--- src/rtl/ewdt_pkg.sv ---
// Constants, types and helpers shared by the watchdog block.
package ewdt_pkg;

   // ==========================================================================
   // Register map
   // ==========================================================================
   localparam int             ADDR_W        = 8;
   localparam logic [7:0]     CTRL_OFFSET   = 8'h00;
   localparam logic [7:0]     CAUSE_OFFSET  = 8'h04;

   // ==========================================================================
   // Field positions
   // ==========================================================================
   localparam int             FLAG_BIT      = 7;
   localparam int             IE_BIT        = 6;
   localparam int             PSEL_HI_BIT   = 5;
   localparam int             UNLOCK_BIT    = 4;
   localparam int             RE_BIT        = 3;
   localparam int             CAUSE_BIT     = 3;

   // ==========================================================================
   // Reset values and counts
   // ==========================================================================
   localparam logic [3:0]     PERIOD_RESET  = 4'h0;
   localparam logic [2:0]     UNLOCK_CYCLES = 3'h4;
   localparam logic [3:0]     PERIOD_MAX    = 4'h9;
   localparam logic [20:0]    BASE_PERIOD   = 21'h000800;
   localparam int             CNT_W         = 20;

   // ==========================================================================
   // Timing
   // ==========================================================================
   localparam int             OSC_FREQ_KHZ  = 128;
   localparam int             PCLK_FREQ_KHZ = 200000;
   localparam int             OSC_HALF_CYC  = PCLK_FREQ_KHZ / (2 * OSC_FREQ_KHZ);

   // ==========================================================================
   // Operating modes
   // ==========================================================================
   typedef enum logic [3:0] {
      MODE_STOPPED = 4'b0001,
      MODE_IRQ     = 4'b0010,
      MODE_RESET   = 4'b0100,
      MODE_IRQ_RST = 4'b1000
   } ewdt_mode_t;

   // Last count value of a period; reserved codes fall back to the longest.
   function automatic logic [CNT_W-1:0] ewdt_period_last(input logic [3:0] code);
      logic [3:0]  sel;
      logic [20:0] len;
      sel = (code > PERIOD_MAX) ? PERIOD_MAX : code;
      len = BASE_PERIOD << sel;
      return len[CNT_W-1:0] - 20'h00001;
   endfunction : ewdt_period_last

endpackage : ewdt_pkg

--- src/rtl/ewdt_sync.sv ---
// Two flip-flop synchroniser for levels arriving from outside the clock domain.
`timescale 1ns/1ps
module ewdt_sync #(
   parameter int WIDTH = 1
) (
   input  wire logic             pclk,
   input  wire logic             presetn,
   input  wire logic [WIDTH-1:0] d,
   output logic      [WIDTH-1:0] q
);

   logic [WIDTH-1:0] meta_r;
   logic [WIDTH-1:0] q_r;

   always_ff @(posedge pclk or negedge presetn)
   begin
      if (!presetn)
      begin
         meta_r <= '0;
         q_r    <= '0;
      end
      else
      begin
         meta_r <= d;
         q_r    <= meta_r;
      end
   end

   assign q = q_r;

endmodule : ewdt_sync

--- src/rtl/ewdt_counter.sv ---
// Time-out counter stepped by oscillator ticks.
`timescale 1ns/1ps
module ewdt_counter #(
   parameter int CW = ewdt_pkg::CNT_W
) (
   input  wire logic       pclk,
   input  wire logic       presetn,
   input  wire logic       osc_tick,
   input  wire logic       run,
   input  wire logic       restart,
   input  wire logic [3:0] period_sel,
   output logic            timeout
);
   import ewdt_pkg::*;

   logic [CW-1:0] count_r;
   logic [CW-1:0] count_nxt;
   logic          timeout_r;
   logic          timeout_nxt;
   logic [CW-1:0] last;

   always_comb
   begin
      last        = CW'(ewdt_period_last(period_sel));
      count_nxt   = count_r;
      timeout_nxt = 1'b0;
      if (!run || restart)
         count_nxt = '0;
      else if (osc_tick)
      begin
         // A shorter period than the current count expires at the next tick.
         if (count_r >= last)
         begin
            count_nxt   = '0;
            timeout_nxt = 1'b1;
         end
         else
            count_nxt = count_r + CW'(1);
      end
   end

   always_ff @(posedge pclk or negedge presetn)
   begin
      if (!presetn)
      begin
         count_r   <= '0;
         timeout_r <= 1'b0;
      end
      else
      begin
         count_r   <= count_nxt;
         timeout_r <= timeout_nxt;
      end
   end

   assign timeout = timeout_r;

endmodule : ewdt_counter

--- src/rtl/ewdt_top.sv ---
// Watchdog timer with APB register access, time-out interrupt and reset pulse.
`timescale 1ns/1ps
module ewdt_top (
   input  wire logic                        pclk,
   input  wire logic                        presetn,
   input  wire logic [ewdt_pkg::ADDR_W-1:0] paddr,
   input  wire logic                        psel,
   input  wire logic                        penable,
   input  wire logic                        pwrite,
   input  wire logic [31:0]                 pwdata,
   output logic      [31:0]                 prdata,
   output logic                             pready,
   output logic                             pslverr,
   input  wire logic                        wdt_osc_clk,
   input  wire logic                        always_on_fuse,
   input  wire logic                        restart_cmd,
   input  wire logic                        irq_vector_ack,
   input  wire logic                        global_irq_enable,
   output logic                             timeout_irq_req,
   output logic                             sys_reset_pulse
);
   import ewdt_pkg::*;

   // ==========================================================================
   // Declarations
   // ==========================================================================
   logic        flag_r,       flag_nxt;
   logic        ie_r,         ie_nxt;
   logic        re_r,         re_nxt;
   logic        unlock_r,     unlock_nxt;
   logic [2:0]  unlock_cnt_r, unlock_cnt_nxt;
   logic [3:0]  period_r,     period_nxt;
   logic        cause_r,      cause_nxt;
   logic        rst_r,        rst_nxt;
   logic        irq_r,        irq_nxt;
   logic        osc_d_r;
   logic        pready_r,     pready_nxt;
   logic        pslverr_r,    pslverr_nxt;
   logic [31:0] prdata_r,     prdata_nxt;

   logic        osc_s;
   logic        fuse_s;
   logic        osc_tick;
   logic        timeout;
   logic        fuse_prog;
   logic        re_eff;
   logic        ie_eff;
   ewdt_mode_t  mode;
   logic        run;
   logic        addr_ctrl;
   logic        addr_cause;
   logic        apb_done;
   logic        wr_ctrl;
   logic        wr_cause;
   logic [7:0]  ctrl_rd;

   // ==========================================================================
   // Synchronisers and counter
   // ==========================================================================
   ewdt_sync #(
      .WIDTH (2)
   ) u_sync (
      .pclk    (pclk),
      .presetn (presetn),
      .d       ({wdt_osc_clk, always_on_fuse}),
      .q       ({osc_s, fuse_s})
   );

   ewdt_counter #(
      .CW (CNT_W)
   ) u_counter (
      .pclk       (pclk),
      .presetn    (presetn),
      .osc_tick   (osc_tick),
      .run        (run),
      .restart    (restart_cmd),
      .period_sel (period_r),
      .timeout    (timeout)
   );

   function automatic ewdt_mode_t mode_decode(input logic re, input logic ie);
      unique case ({re, ie})
         2'b00:   return MODE_STOPPED;
         2'b01:   return MODE_IRQ;
         2'b10:   return MODE_RESET;
         2'b11:   return MODE_IRQ_RST;
      endcase
   endfunction : mode_decode

   // ==========================================================================
   // Mode and decode
   // ==========================================================================
   always_comb
   begin
      osc_tick   = osc_s & ~osc_d_r;
      fuse_prog  = ~fuse_s;
      re_eff     = fuse_prog | re_r | cause_r;
      ie_eff     = ~fuse_prog & ie_r;
      mode       = mode_decode(re_eff, ie_eff);
      run        = (mode != MODE_STOPPED);
      addr_ctrl  = (paddr == CTRL_OFFSET);
      addr_cause = (paddr == CAUSE_OFFSET);
      apb_done   = psel & penable & pready_r;
      wr_ctrl    = apb_done & pwrite & addr_ctrl;
      wr_cause   = apb_done & pwrite & addr_cause;
      ctrl_rd    = {flag_r, ie_eff, period_r[3], unlock_r, re_eff, period_r[2:0]};
   end

   // ==========================================================================
   // Control state
   // ==========================================================================
   always_comb
   begin
      flag_nxt       = flag_r;
      ie_nxt         = ie_r;
      re_nxt         = re_r;
      unlock_nxt     = unlock_r;
      unlock_cnt_nxt = unlock_cnt_r;
      period_nxt     = period_r;
      cause_nxt      = cause_r;
      rst_nxt        = 1'b0;
      if (unlock_r)
      begin
         unlock_cnt_nxt = unlock_cnt_r - 3'h1;
         if (unlock_cnt_r == 3'h1)
            unlock_nxt = 1'b0;
      end
      if (wr_ctrl)
      begin
         if (pwdata[FLAG_BIT])
            flag_nxt = 1'b0;
         ie_nxt         = pwdata[IE_BIT];
         unlock_nxt     = pwdata[UNLOCK_BIT];
         unlock_cnt_nxt = UNLOCK_CYCLES;
         if (pwdata[RE_BIT])
            re_nxt = 1'b1;
         else if (unlock_r && !cause_r)
            re_nxt = 1'b0;
         if (unlock_r)
            period_nxt = {pwdata[PSEL_HI_BIT], pwdata[2:0]};
      end
      if (irq_vector_ack)
      begin
         flag_nxt = 1'b0;
         if (re_eff)
            ie_nxt = 1'b0;
      end
      if (wr_cause && !pwdata[CAUSE_BIT])
         cause_nxt = 1'b0;
      if (timeout)
      begin
         unique case (mode)
            MODE_IRQ:     flag_nxt = 1'b1;
            MODE_RESET:   rst_nxt  = 1'b1;
            MODE_IRQ_RST:
            begin
               if (flag_r)
                  rst_nxt = 1'b1;
               else
                  flag_nxt = 1'b1;
            end
            MODE_STOPPED: rst_nxt  = 1'b0;
         endcase
      end
      // The block itself is not cleared by its own pulse, so the enable survives.
      if (rst_nxt)
         cause_nxt = 1'b1;
      irq_nxt = flag_r & ie_eff & global_irq_enable;
   end

   // ==========================================================================
   // APB slave, one wait state per access
   // ==========================================================================
   always_comb
   begin
      pready_nxt  = psel & penable & ~pready_r;
      prdata_nxt  = 32'h00000000;
      pslverr_nxt = 1'b0;
      if (pready_nxt)
      begin
         pslverr_nxt = ~(addr_ctrl | addr_cause);
         if (addr_ctrl)
            prdata_nxt = {24'h000000, ctrl_rd};
         else if (addr_cause)
            prdata_nxt = 32'(cause_r) << CAUSE_BIT;
      end
   end

   always_ff @(posedge pclk or negedge presetn)
   begin
      if (!presetn)
      begin
         flag_r       <= 1'b0;
         ie_r         <= 1'b0;
         re_r         <= 1'b0;
         unlock_r     <= 1'b0;
         unlock_cnt_r <= 3'h0;
         period_r     <= PERIOD_RESET;
         cause_r      <= 1'b0;
         rst_r        <= 1'b0;
         irq_r        <= 1'b0;
         osc_d_r      <= 1'b0;
         pready_r     <= 1'b0;
         pslverr_r    <= 1'b0;
         prdata_r     <= 32'h00000000;
      end
      else
      begin
         flag_r       <= flag_nxt;
         ie_r         <= ie_nxt;
         re_r         <= re_nxt;
         unlock_r     <= unlock_nxt;
         unlock_cnt_r <= unlock_cnt_nxt;
         period_r     <= period_nxt;
         cause_r      <= cause_nxt;
         rst_r        <= rst_nxt;
         irq_r        <= irq_nxt;
         osc_d_r      <= osc_s;
         pready_r     <= pready_nxt;
         pslverr_r    <= pslverr_nxt;
         prdata_r     <= prdata_nxt;
      end
   end

   assign prdata          = prdata_r;
   assign pready          = pready_r;
   assign pslverr         = pslverr_r;
   assign timeout_irq_req = irq_r;
   assign sys_reset_pulse = rst_r;
endmodule : ewdt_top

--- config.mk ---
export PLATFORM = sky130hd
export DESIGN_NAME = ewdt_top
export DESIGN_NICKNAME = d
export VERILOG_FILES = /design/src/rtl/ewdt_pkg.sv /design/src/rtl/ewdt_sync.sv /design/src/rtl/ewdt_counter.sv /design/src/rtl/ewdt_top.sv
export SDC_FILE = /design/constraint.sdc
export NUM_CORES = 1
export LEC_CHECK = 0
export ABC_AREA = 1
export BUFFER_PORTS_ARGS = -buffer_cell sky130_fd_sc_hd__buf_2
export CELL_PAD_IN_SITES_DETAIL_PLACEMENT = 0
export CELL_PAD_IN_SITES_GLOBAL_PLACEMENT = 1
export CORE_MARGIN = 10
export CORE_UTILIZATION = 34
export CTS_CLUSTER_SIZE = 14
export DETAILED_ROUTE_END_ITERATION = 8
export PLACE_DENSITY = 0.76
export SLEW_MARGIN = 25
export SYNTH_ARGS = -nofsm -noshare
export SYNTH_HDL_FRONTEND = slang
export SYNTH_SLANG_ARGS = --single-unit
--- constraint.sdc ---
create_clock -name pclk -period 2.4 [get_ports pclk]
set_input_delay 0.24 -clock pclk [delete_from_list [all_inputs] [get_ports pclk]]
set_output_delay 0.24 -clock pclk [all_outputs]
set_load 0.1 [all_outputs]
== Word-level counts from Yosys, hierarchy flattened ==
Index checks and enable logic that the tools add are counted.

* Register bits after elaboration: 74
* Bits of input ports: 50
* Output and inout bits: 36
* Word-level logic and storage cells: 96

* $add $sub $neg: 3
* Magnitude comparators: 2
* Equal/unequal tests: 9
* Shift-type cells: 1
* Mux-type cells: 33
* Bitwise gates (word level): 17
* Reductions and logical operators: 14

{| class="wikitable"
|+ Operator list
! kind !! number
|-
| $mux W20 || 3
|-
| $mux W1 || 21
|-
| $add A20 B1 Y20 const B || 1
|-
| $ge A20 B20 Y1 || 1
|-
| $shl A12 B4 Y20 const A || 1
|-
| $sub A20 B1 Y20 const B || 1
|-
| $mux W8 || 2
|-
| $pmux W4 S4 || 1
|-
| $and A1 B1 Y1 || 10
|-
| $eq A8 B3 Y1 const B || 1
|-
| $logic_not A8 Y1 || 1
|-
| $mux W4 || 2
|-
| $reduce_bool A2 Y1 || 4
|-
| $mux W3 || 2
|-
| $eq A2 B2 Y1 const B || 2
|-
| $eq A4 B2 Y1 const B || 1
|-
| $eq A4 B3 Y1 const B || 1
|-
| $eq A4 B4 Y1 const B || 1
|-
| $gt A4 B4 Y1 const B || 1
|-
| $ne A4 B1 Y1 const B || 1
|-
| $not A1 Y1 || 4
|-
| $pmux W1 S2 || 2
|-
| $reduce_and A2 Y1 || 2
|-
| $eq A3 B1 Y1 const B || 1
|-
| other kinds (7) || 12
|}

== Logic depth before layout (Yosys ltp) ==
Gate-level depths: netlist of the first run.

* Word-level depth: 9
* Depth in mapped cells: 18
* Mapped depth without buffers: 17

== By module ==
Synthesis of the first run repeated with hierarchy kept, for this count alone.

* Cells, all modules: 388
* Area total of the unflattened synthesis: 3010.4 sq um

{| class="wikitable"
|+ By module, submodules not included
! module !! times used !! cells each !! area an instance (sq um) !! seq. area each (sq um)
|-
| ewdt_counter || 1 || 234 || 1615.3 || 525.5
|-
| ewdt_top || 1 || 150 || 1295.0 || 625.6
|-
| ewdt_sync || 1 || 4 || 100.1 || 100.1
|}

== Worst setup path before layout of the first run ==
No wires, ideal clock.

* Path kind: flip-flop to flip-flop
* Start: register period_r[2]
* End: register u_counter.count_r[15]
* Setup time: 0.071 ns
* Arrival time: 2.212 ns
* Data required time: 2.329 ns
* Setup slack: 0.116 ns
* Cell stages (with the launch flop): 18
* Path buffers: 1
* Period minus slack after synthesis: 2.284 ns
* Cell sequence: dfrtp_1 -> nor2_1 -> inv_1 -> nor2_1 -> inv_1 -> ha_1 -> xor2_1 -> ha_1 -> nand2_1 -> nand2_1 -> nand2_1 -> nand2_1 -> a21oi_1 -> nand2_1 -> nand2_2 -> nand2_4 -> buf_6 -> nor2_1

* Longest elaborated chain between the ends: 8

{| class="wikitable"
|+ RTL lines
! element !! line !! source
|-
| from (decl) || ewdt_top.sv:32 || <nowiki>logic [3:0] period_r, period_nxt;</nowiki>
|-
| from (signal assigned) || ewdt_top.sv:214 || <nowiki>period_r <= period_nxt;</nowiki>
|-
| $gt A4 B4 Y1 || ewdt_pkg.sv:51 || <nowiki>sel = (code > PERIOD_MAX) ? PERIOD_MAX : code;</nowiki>
|-
| $mux W4 * || ewdt_pkg.sv:51 ||
|-
| $shl A12 B4 Y20 * || ewdt_pkg.sv:52 || <nowiki>len = BASE_PERIOD << sel;</nowiki>
|-
| $sub A20 B1 Y20 * || ewdt_pkg.sv:53 || <nowiki>return len[CNT_W-1:0] - 20'h00001;</nowiki>
|-
| $ge A20 B20 Y1 * || ewdt_counter.sv:32 || <nowiki>if (count_r >= last)</nowiki>
|-
| $mux W20 * || ewdt_counter.sv:32 ||
|-
| $mux W20 * || ewdt_counter.sv:29 || <nowiki>else if (osc_tick)</nowiki>
|-
| $mux W20 * || ewdt_counter.sv:27 || <nowiki>if (!run || restart)</nowiki>
|-
| to (signal assigned) || ewdt_counter.sv:51 || <nowiki>count_r <= count_nxt;</nowiki>
|-
| to (decl) || ewdt_counter.sv:16 || <nowiki>logic [CW-1:0] count_r;</nowiki>
|}

Mark *: on every way between the ends. The rest lies on a longest branch, timed or not. The select of a mux whose other input is x is not followed.
A chain may end at the register's enable or synchronous reset.

== Final worst setup path of the first run ==
* Start: register period_r[0]
* End: register u_counter.count_r[11]

Same word-level chain as after synthesis.

==> impl_results.md, run 1 <==
* Status: finished, final reports clean
* Post-route cell area at 0.00349 mm2
* RSZ-0062 raised after global routing: true
* Die area at between 0.01 and 0.015 mm2
* Internal power at about 1300 uW
* CTS Buf Count at 5
* Sequential fraction of the synthesis area at 43.1%
* Crit path DAT at ~2600 ps
* Largest net degree at the start of global routing at 25
* Fin. Hold Viols at 0
* Asr flop ratio synth at 100%
* Max IR drop VDD at 0.307 mV
* Area share of and/or/nand/nor cells after synthesis at between 20 and 30%
* Yosys warns at 0
* Final ANT Viol Nets at 0
* Num rows at 33
* Period minus WS final at 2370 ps
* GRT Util Overall at 10.4%
* Comb power frac at approximately 18%
* H-tree levels at 2
* Leakage Power at approximately 0.0018 uW
* CTS tree: built
* GRT overflow at 0
* Io pins at 86
* Fmax at 0.422 GHz
* HPWL after detailed placement at 5060 um
* P_sw at 584 uW
* Post-synth top area share at 43.1%
* Number of flops mapped to enable cells by yosys at 0
* Placed Area at 0.00319 mm2
* Crit Path Max Fanout at 7
* Routed length per instance at 12.3 um
* First-pass GRT wire length at 11000 um
* Nets at 488
* Most frequent cell after synthesis: nand2_1
* Class of the worst hold path: in2reg
* Die W at ~110 um
* Routability cong. at 0.798
* Synthesized flop and latch total at 50
* Max Cap Viol at 0
* Vias in the first global route at 2430
* Cells after Synth at 369
* WL final at 6560 um
* Rel. slew slack at 66.2%
* CTS sink count at 50
* Clock transition at the registers of the reported paths at 100 ps
* DR vias at 2362
* Syn avg cell area at between 7 and 8 um2
* Clk_skew at between 10 and 15 ps
* Synth unique cells at 30
* Power Density at 533 mW/mm2
* Antenna violations before repair at 0
* Clock tree buffer depth at 2
* Crit. End Element: register
* Min-delay src: always_on_fuse
* N_diodes at 0
* Core Area at 0.00826 mm2
* Crit Path Class: reg2reg
* Fin util at 42.3%
* Layout Area Growth over Synthesis at 20.4%
* Final Slew Violations at 0
* Final Cycle Share at a little over nine tenths
* Worst setup SP type: register
* Adder-cell share of the synthesized area at under 10%
* Area contributors post-synth: dfrtp_1 (43%), nand2_1 (9.6%), inv_1 (7.2%)
* WP data required at roughly 2600 ps
* Detailed Route Iter0 Violations at 89
* R2r startpoint: period_r[0]
* Seq pwr share at 48.2%
* Final setup vio count at 0
* Critical path origin: period_r[0]
* First-pass DRT Iterations at 4
* Root buffer cell: clkbuf_8
* Most frequent cells after synthesis: nand2_1 (74), inv_1 (56), nor2_1 (52), dfrtp_1 (50), nand3_1 (26)
* DR DRC count at 0
* Synth Area in Compound Gates at around 5.5%
* Clock Power Share at around 34%
* Clk_lat worst skew at 310 ps
* Post-Synth XOR/XNOR Area at 3.93%
* Mean number of vias per cell at 4.45
* PortBufs at 37
* Tightest Pin Transition at 506 ps
* Sw frac at 31.4%
* Mux contribution to synthesized area at 0%
* Effective utilization at floorplan at 35.1%
* Post-Syn Area at 0.00290 mm2
* Layout cell share with drive strength beyond 1 at 22.3%
* Die Span Y at 112 um
* Synth Flop Type: dfrtp_1
* Biggest area consumer among synthesized cells: dfrtp_1
* Largest family of logic cells by synthesized area: simple AND/OR/NAND/NOR gates
[power by group through the flow]
stage          logic (uW)  registers, uW  clock network, uW
2_1_floorplan         273            923                  0
3_3_place_gp          310            911                  0
3_5_place_dp          316            914                  0
4_1_cts               320            897                659
5_1_grt               351            900                694
6_report              325            896                639
[cell type report]
type                            count  area, um2
Sequential cell                    50       1250
Timing Repair Buffer               51        293
Multi-Input combinational cell    260       1480
Clock inverter                      2       38.8
Fill cell                         876       4770
Clock buffer                        6       82.6
Inverter                           57        216
Tap cell                          105        131
[repair_timing]
action / CTS / global route
cloned: 1 / 0
hold buffers: 1 / 0
buffers inserted: 0 / 2
endpoints found under the hold margin: 22 / 0
resized for setup: 7 / 33
endpoints found under the setup margin: 18 / 21
pin swaps: 3 / 22
[cells by family after synthesis]
| family | after synthesis |
|---|---|
| AOI/OAI and AO/OA | 30 |
| xor gates and xnor gates | 13 |
| other | 1 |
| and+or+nand+nor | 179 |
| DFF | 50 |
| adders and majority gates | 13 |
| buffers and inverters | 83 |
[through the flow]
stage / setup WS, ps / power, uW / TNS (ps) / cells / hold WS (ps)
after floorplan: 116 / 1200 / 0 / 392 / -55.6
after global placement: -66.2 / 1220 / -751 / 519 / 239
after detailed placement: -82.3 / 1230 / -970 / 519 / 248
after CTS: -5.33 / 1880 / -21.8 / 529 / 18.5
after global routing: -166 / 1950 / -2880 / 531 / 12.2
final: 29.6 / 1860 / 0 / 531 / 26.8
[per-layer routing]
layer | part of all wire (%) | global-route usage, % | wire [um]
met5 | 0 | 0 | 0
met1 | 48 | 13.1 | 3150
met3 | 3.0 | 2.24 | 195
met4 | 1.7 | 4.06 | 110
met2 | 47 | 16.8 | 3100
[critical path, cell delays in order (launching register included)]
cell	delay (ps)
dfrtp_1	400
nor2_2	130
inv_1	80
nor2_4	130
inv_2	50
ha_4	170
nand2_1	70
xnor2_1	130
ha_1	270
nand2_1	80
nor2_2	50
buf_4	120
a21oi_2	140
nand2_2	100
nand2_4	150
nand2_8	110
nor2_4	110
[placed cells by master, fill, tap and decap left out, drive strengths merged]
cell | synthesis | layout
a21oi | 6 | 6
buf | 26 | 50
bufinv | 0 | 1
clkbuf | 0 | 6
conb | 1 | 24
dfrtp | 50 | 50
dlygate4sd3 | 0 | 1
ha | 13 | 13
inv | 57 | 58
nand2 | 78 | 79
nand3 | 27 | 27
nand3b | 1 | 1
nand4 | 9 | 9
nor2 | 56 | 56
nor3 | 5 | 5
nor4 | 1 | 1
o21ai | 19 | 19
o21bai | 1 | 1
o22ai | 2 | 2
o31ai | 2 | 2
or2 | 2 | 2
xnor2 | 3 | 3
xor2 | 10 | 10
[registers in the layout, summed over array words and instances (netlist names), 2 cells and up]
register / flops
period_r: 4
prdata: 8
u_counter.count_r: 20
u_sync.meta_r: 2
u_sync.q: 2
unlock_cnt_r: 3
[worst paths after layout]
kind | end | slack, ps | cells after the start
min | u_sync.meta_r[0] | 30 | 1
max reg2reg | u_counter.count_r[11] | 30 | 16
max in group asynchronous | u_counter.count_r[18] | 1370 | 3
max | u_counter.count_r[11] | 30 | 16
min reg2reg | u_sync.q[0] | 360 | 0
min in group asynchronous | unlock_r | 420 | 2
Note: power is estimated with default switching activity, not from simulation.
==> run 2, diff against run 1 <==
GPL_TIMING_DRIVEN = 0   (was unset)
SLEW_MARGIN = 30   (was 25)
clock period = 2.1 ns   (was 2.4 ns; I/O delays follow)
==> impl_results.md, run 2 (synthesis gave the netlist of run 1 again) <==
* Clk_skew at 9.54 ps (-2.85 ps)
* HPWL after detailed placement at 5140 um (+1.5%)
* Layout Area Growth over Synthesis at 31.8%
* Final setup vio count at 21 (+21)
* Highest Signal Layer: met4
* Num rows at 33 (unchanged)
* DR vias at 2481 (+5.0%)
* Fillers at 846 (-3.4%)
* Met2 WL post-DR at 3430 um (+11%)
* Post-Place Worst Slack at -510 ps (-428 ps)
* Fmax at 0.417 GHz (-1.2%)
* Period minus WS final at 2400 ps (+27.8 ps)
* Largest net degree at the start of global routing at 51 (+100%)
* Most used cell, CP: nand2_1
* Io pins at 86 (unchanged)
* Post-route cell area at 0.00382 mm2 (+9.5%)
* CTS sink count at 50 (unchanged)
* Fin. Hold Viols at 0 (unchanged)
* Routability cong. at 0.854 (+7.1%)
* Effective utilization at floorplan at 35.1% (unchanged)
* Antenna violations before repair at 0 (unchanged)
* WL final at 6970 um (+6.2%)
* Most frequent cells in the layout: nand2_1 (67), inv_1 (53), dfrtp_1 (48)
* Nets at 520 (+6.6%)
* Detailed Route Iter0 Violations at 87 (-2.2%)
* Final Cycle Share at 114% (+15 points)
* Crit Path Max Fanout at 5 (-2)
* Routed length per instance at 12.4 um (+0.20%)
* Final Slew Violations at 0 (unchanged)
* CTS tree: built
* Placed Area at 0.00331 mm2 (+4.0%)
* GRT overflow at 0 (unchanged)
* Final ANT Viol Nets at 0 (unchanged)
* Layout cell share with drive strength beyond 1 at 30.1% (+7.8 points)
* Max IR drop VDD at 0.424 mV (+38%)
* Leakage Power at 0.00195 uW (+11%)
* Mean number of vias per cell at 4.41 (-0.93%)
* Tightest Pin Transition at 649 ps (+142 ps)
* Status: finished, violations left
* Crit Path Class: reg2reg
* Clk_lat worst skew at 300 ps (about the same)
* RSZ-0062 raised after global routing: true
* First-pass DRT Iterations at 4 (unchanged)
* H-tree levels at 2 (unchanged)
* Clock transition at the registers of the reported paths at 100 ps (about the same)
* Class of the worst hold path: in2reg
* Crit path DAT at 2640 ps (+30 ps)
* Buffers and inverters on the worst path at 3 (unchanged)
* Crit path max-delay family: simple AND/OR/NAND/NOR gates
* Max FFs per register at 20 (unchanged)
* Met3 wire len at 347 um (+78%)
* Clock tree buffer depth at 2 (unchanged)
* N_diodes at 0 (unchanged)
* First-pass GRT wire length at 11800 um (+6.8%)
* CP max stage cell: dfrtp_2
* Power Density at 563 mW/mm2 (+5.6%)
* DR DRC count at 0 (unchanged)
* Vias in the first global route at 2516 (+3.5%)
* Core Area at 0.00826 mm2 (unchanged)
* WP data required at 2340 ps (-300 ps)
* Reg with most FFs: u_counter.count_r
* Max Cap Viol at 0 (unchanged)
* WL met1 at 3150 um (-0.16%)
* Rel. slew slack at 56.8% (-9.5 points)
* Failing checks: negative setup slack
* Die Span Y at 112 um (unchanged)
* CTS Buf Count at 5 (unchanged)
* Worst setup SP type: register
* CP peak stage delay at 440 ps (+40 ps)
* PortBufs at 37 (unchanged)
* Die W at 112 um (unchanged)
* Leading cell type in the layout, fill and taps excluded: nand2_1
* Setup ws final at -298 ps (-328 ps)
* GRT Util Overall at 11.1% (+0.70 points)
* Crit. End Element: register
* Die area at 0.0126 mm2 (unchanged)
* Crit-path cells: nor2_4 -> inv_2 -> nor2_2 -> inv_2 -> ha_4 -> xor2_1 -> ha_1 -> nand2_1 -> nand2_1 -> nand2_1 -> nand2_2 -> a21oi_4 -> nand2_2 -> nand2_4 -> nand2_8 -> buf_12 -> nor2_4
* Root buffer cell: clkbuf_8
run 2: timing repair:
| item | in CTS | in global routing |
|---|---|---|
| pin swaps | 21 | 19 |
| gates resized for setup | 25 | 31 |
| cloned | 1 | 0 |
| endpoints found under the setup margin | 21 | 21 |
| endpoints found under the hold margin | 52 | 0 |
| setup buffers | 17 | 1 |
| hold buffers | 3 | 0 |
run 2: final timing paths:
| path | start | to | slack, ps | cells past startpoint |
|---|---|---|---|---|
| setup / recovery | period_r[2] | u_counter.count_r[2] | -300 | 17 |
| hold / removal | pwdata[4] | unlock_r | 110 | 3 |
| setup reg to reg | period_r[2] | u_counter.count_r[2] | -300 | 17 |
| hold reg to reg | u_sync.meta_r[0] | u_sync.q[0] | 360 | 0 |
| max in group asynchronous | presetn | period_r[1] | 1170 | 2 |
| min in group asynchronous | presetn | unlock_cnt_r[0] | 460 | 2 |
run 2: area by class of cell:
type	instances	area (um2)	share of cell area [%]
multi-input combinational	259	1520	39.7
sequential	50	1250	32.8
timing repair buffer	58	380	9.95
inverter	57	214	5.60
buffer	26	208	5.44
tap	105	131	3.44
clock buffer	5	68.8	1.80
clock inverter	3	47.5	1.24
run 2: where the power goes:
group / switching, uW / leakage, uW / internal (uW) / total, uW
sequential: 26.2 / 0.000649 / 999 / 1020
clock: 340 / 0.0000587 / 362 / 701
combinational: 312 / 0.00124 / 112 / 424
total: 678 / 0.00195 / 1470 / 2150
run 2: metrics by stage:
step	util [%]	power [uW]	cells	hold slack, ps	setup TNS, ps
floorplan	-	1370	392	-85.6	-1400
global placement	40.1	1430	534	319	-7910
detailed placement	40.1	1440	534	286	-8090
CTS	44.8	2180	563	92.4	-5930
global route	46.3	2260	563	105	-9240
finish	46.3	2150	563	106	-5080
run 2: per-layer routing:
metal  GRT usage, %  vias to the layer above
met5              0                        -
met4           3.05                        0
met3           2.45                        2
met2           18.5                       47
met1           13.9                     1152
li1               -                     1280
run 2: worst min-delay path, stage by stage:
cell and delay (ps):
buf_2 70, nand2_1 40, o21ai_0 50
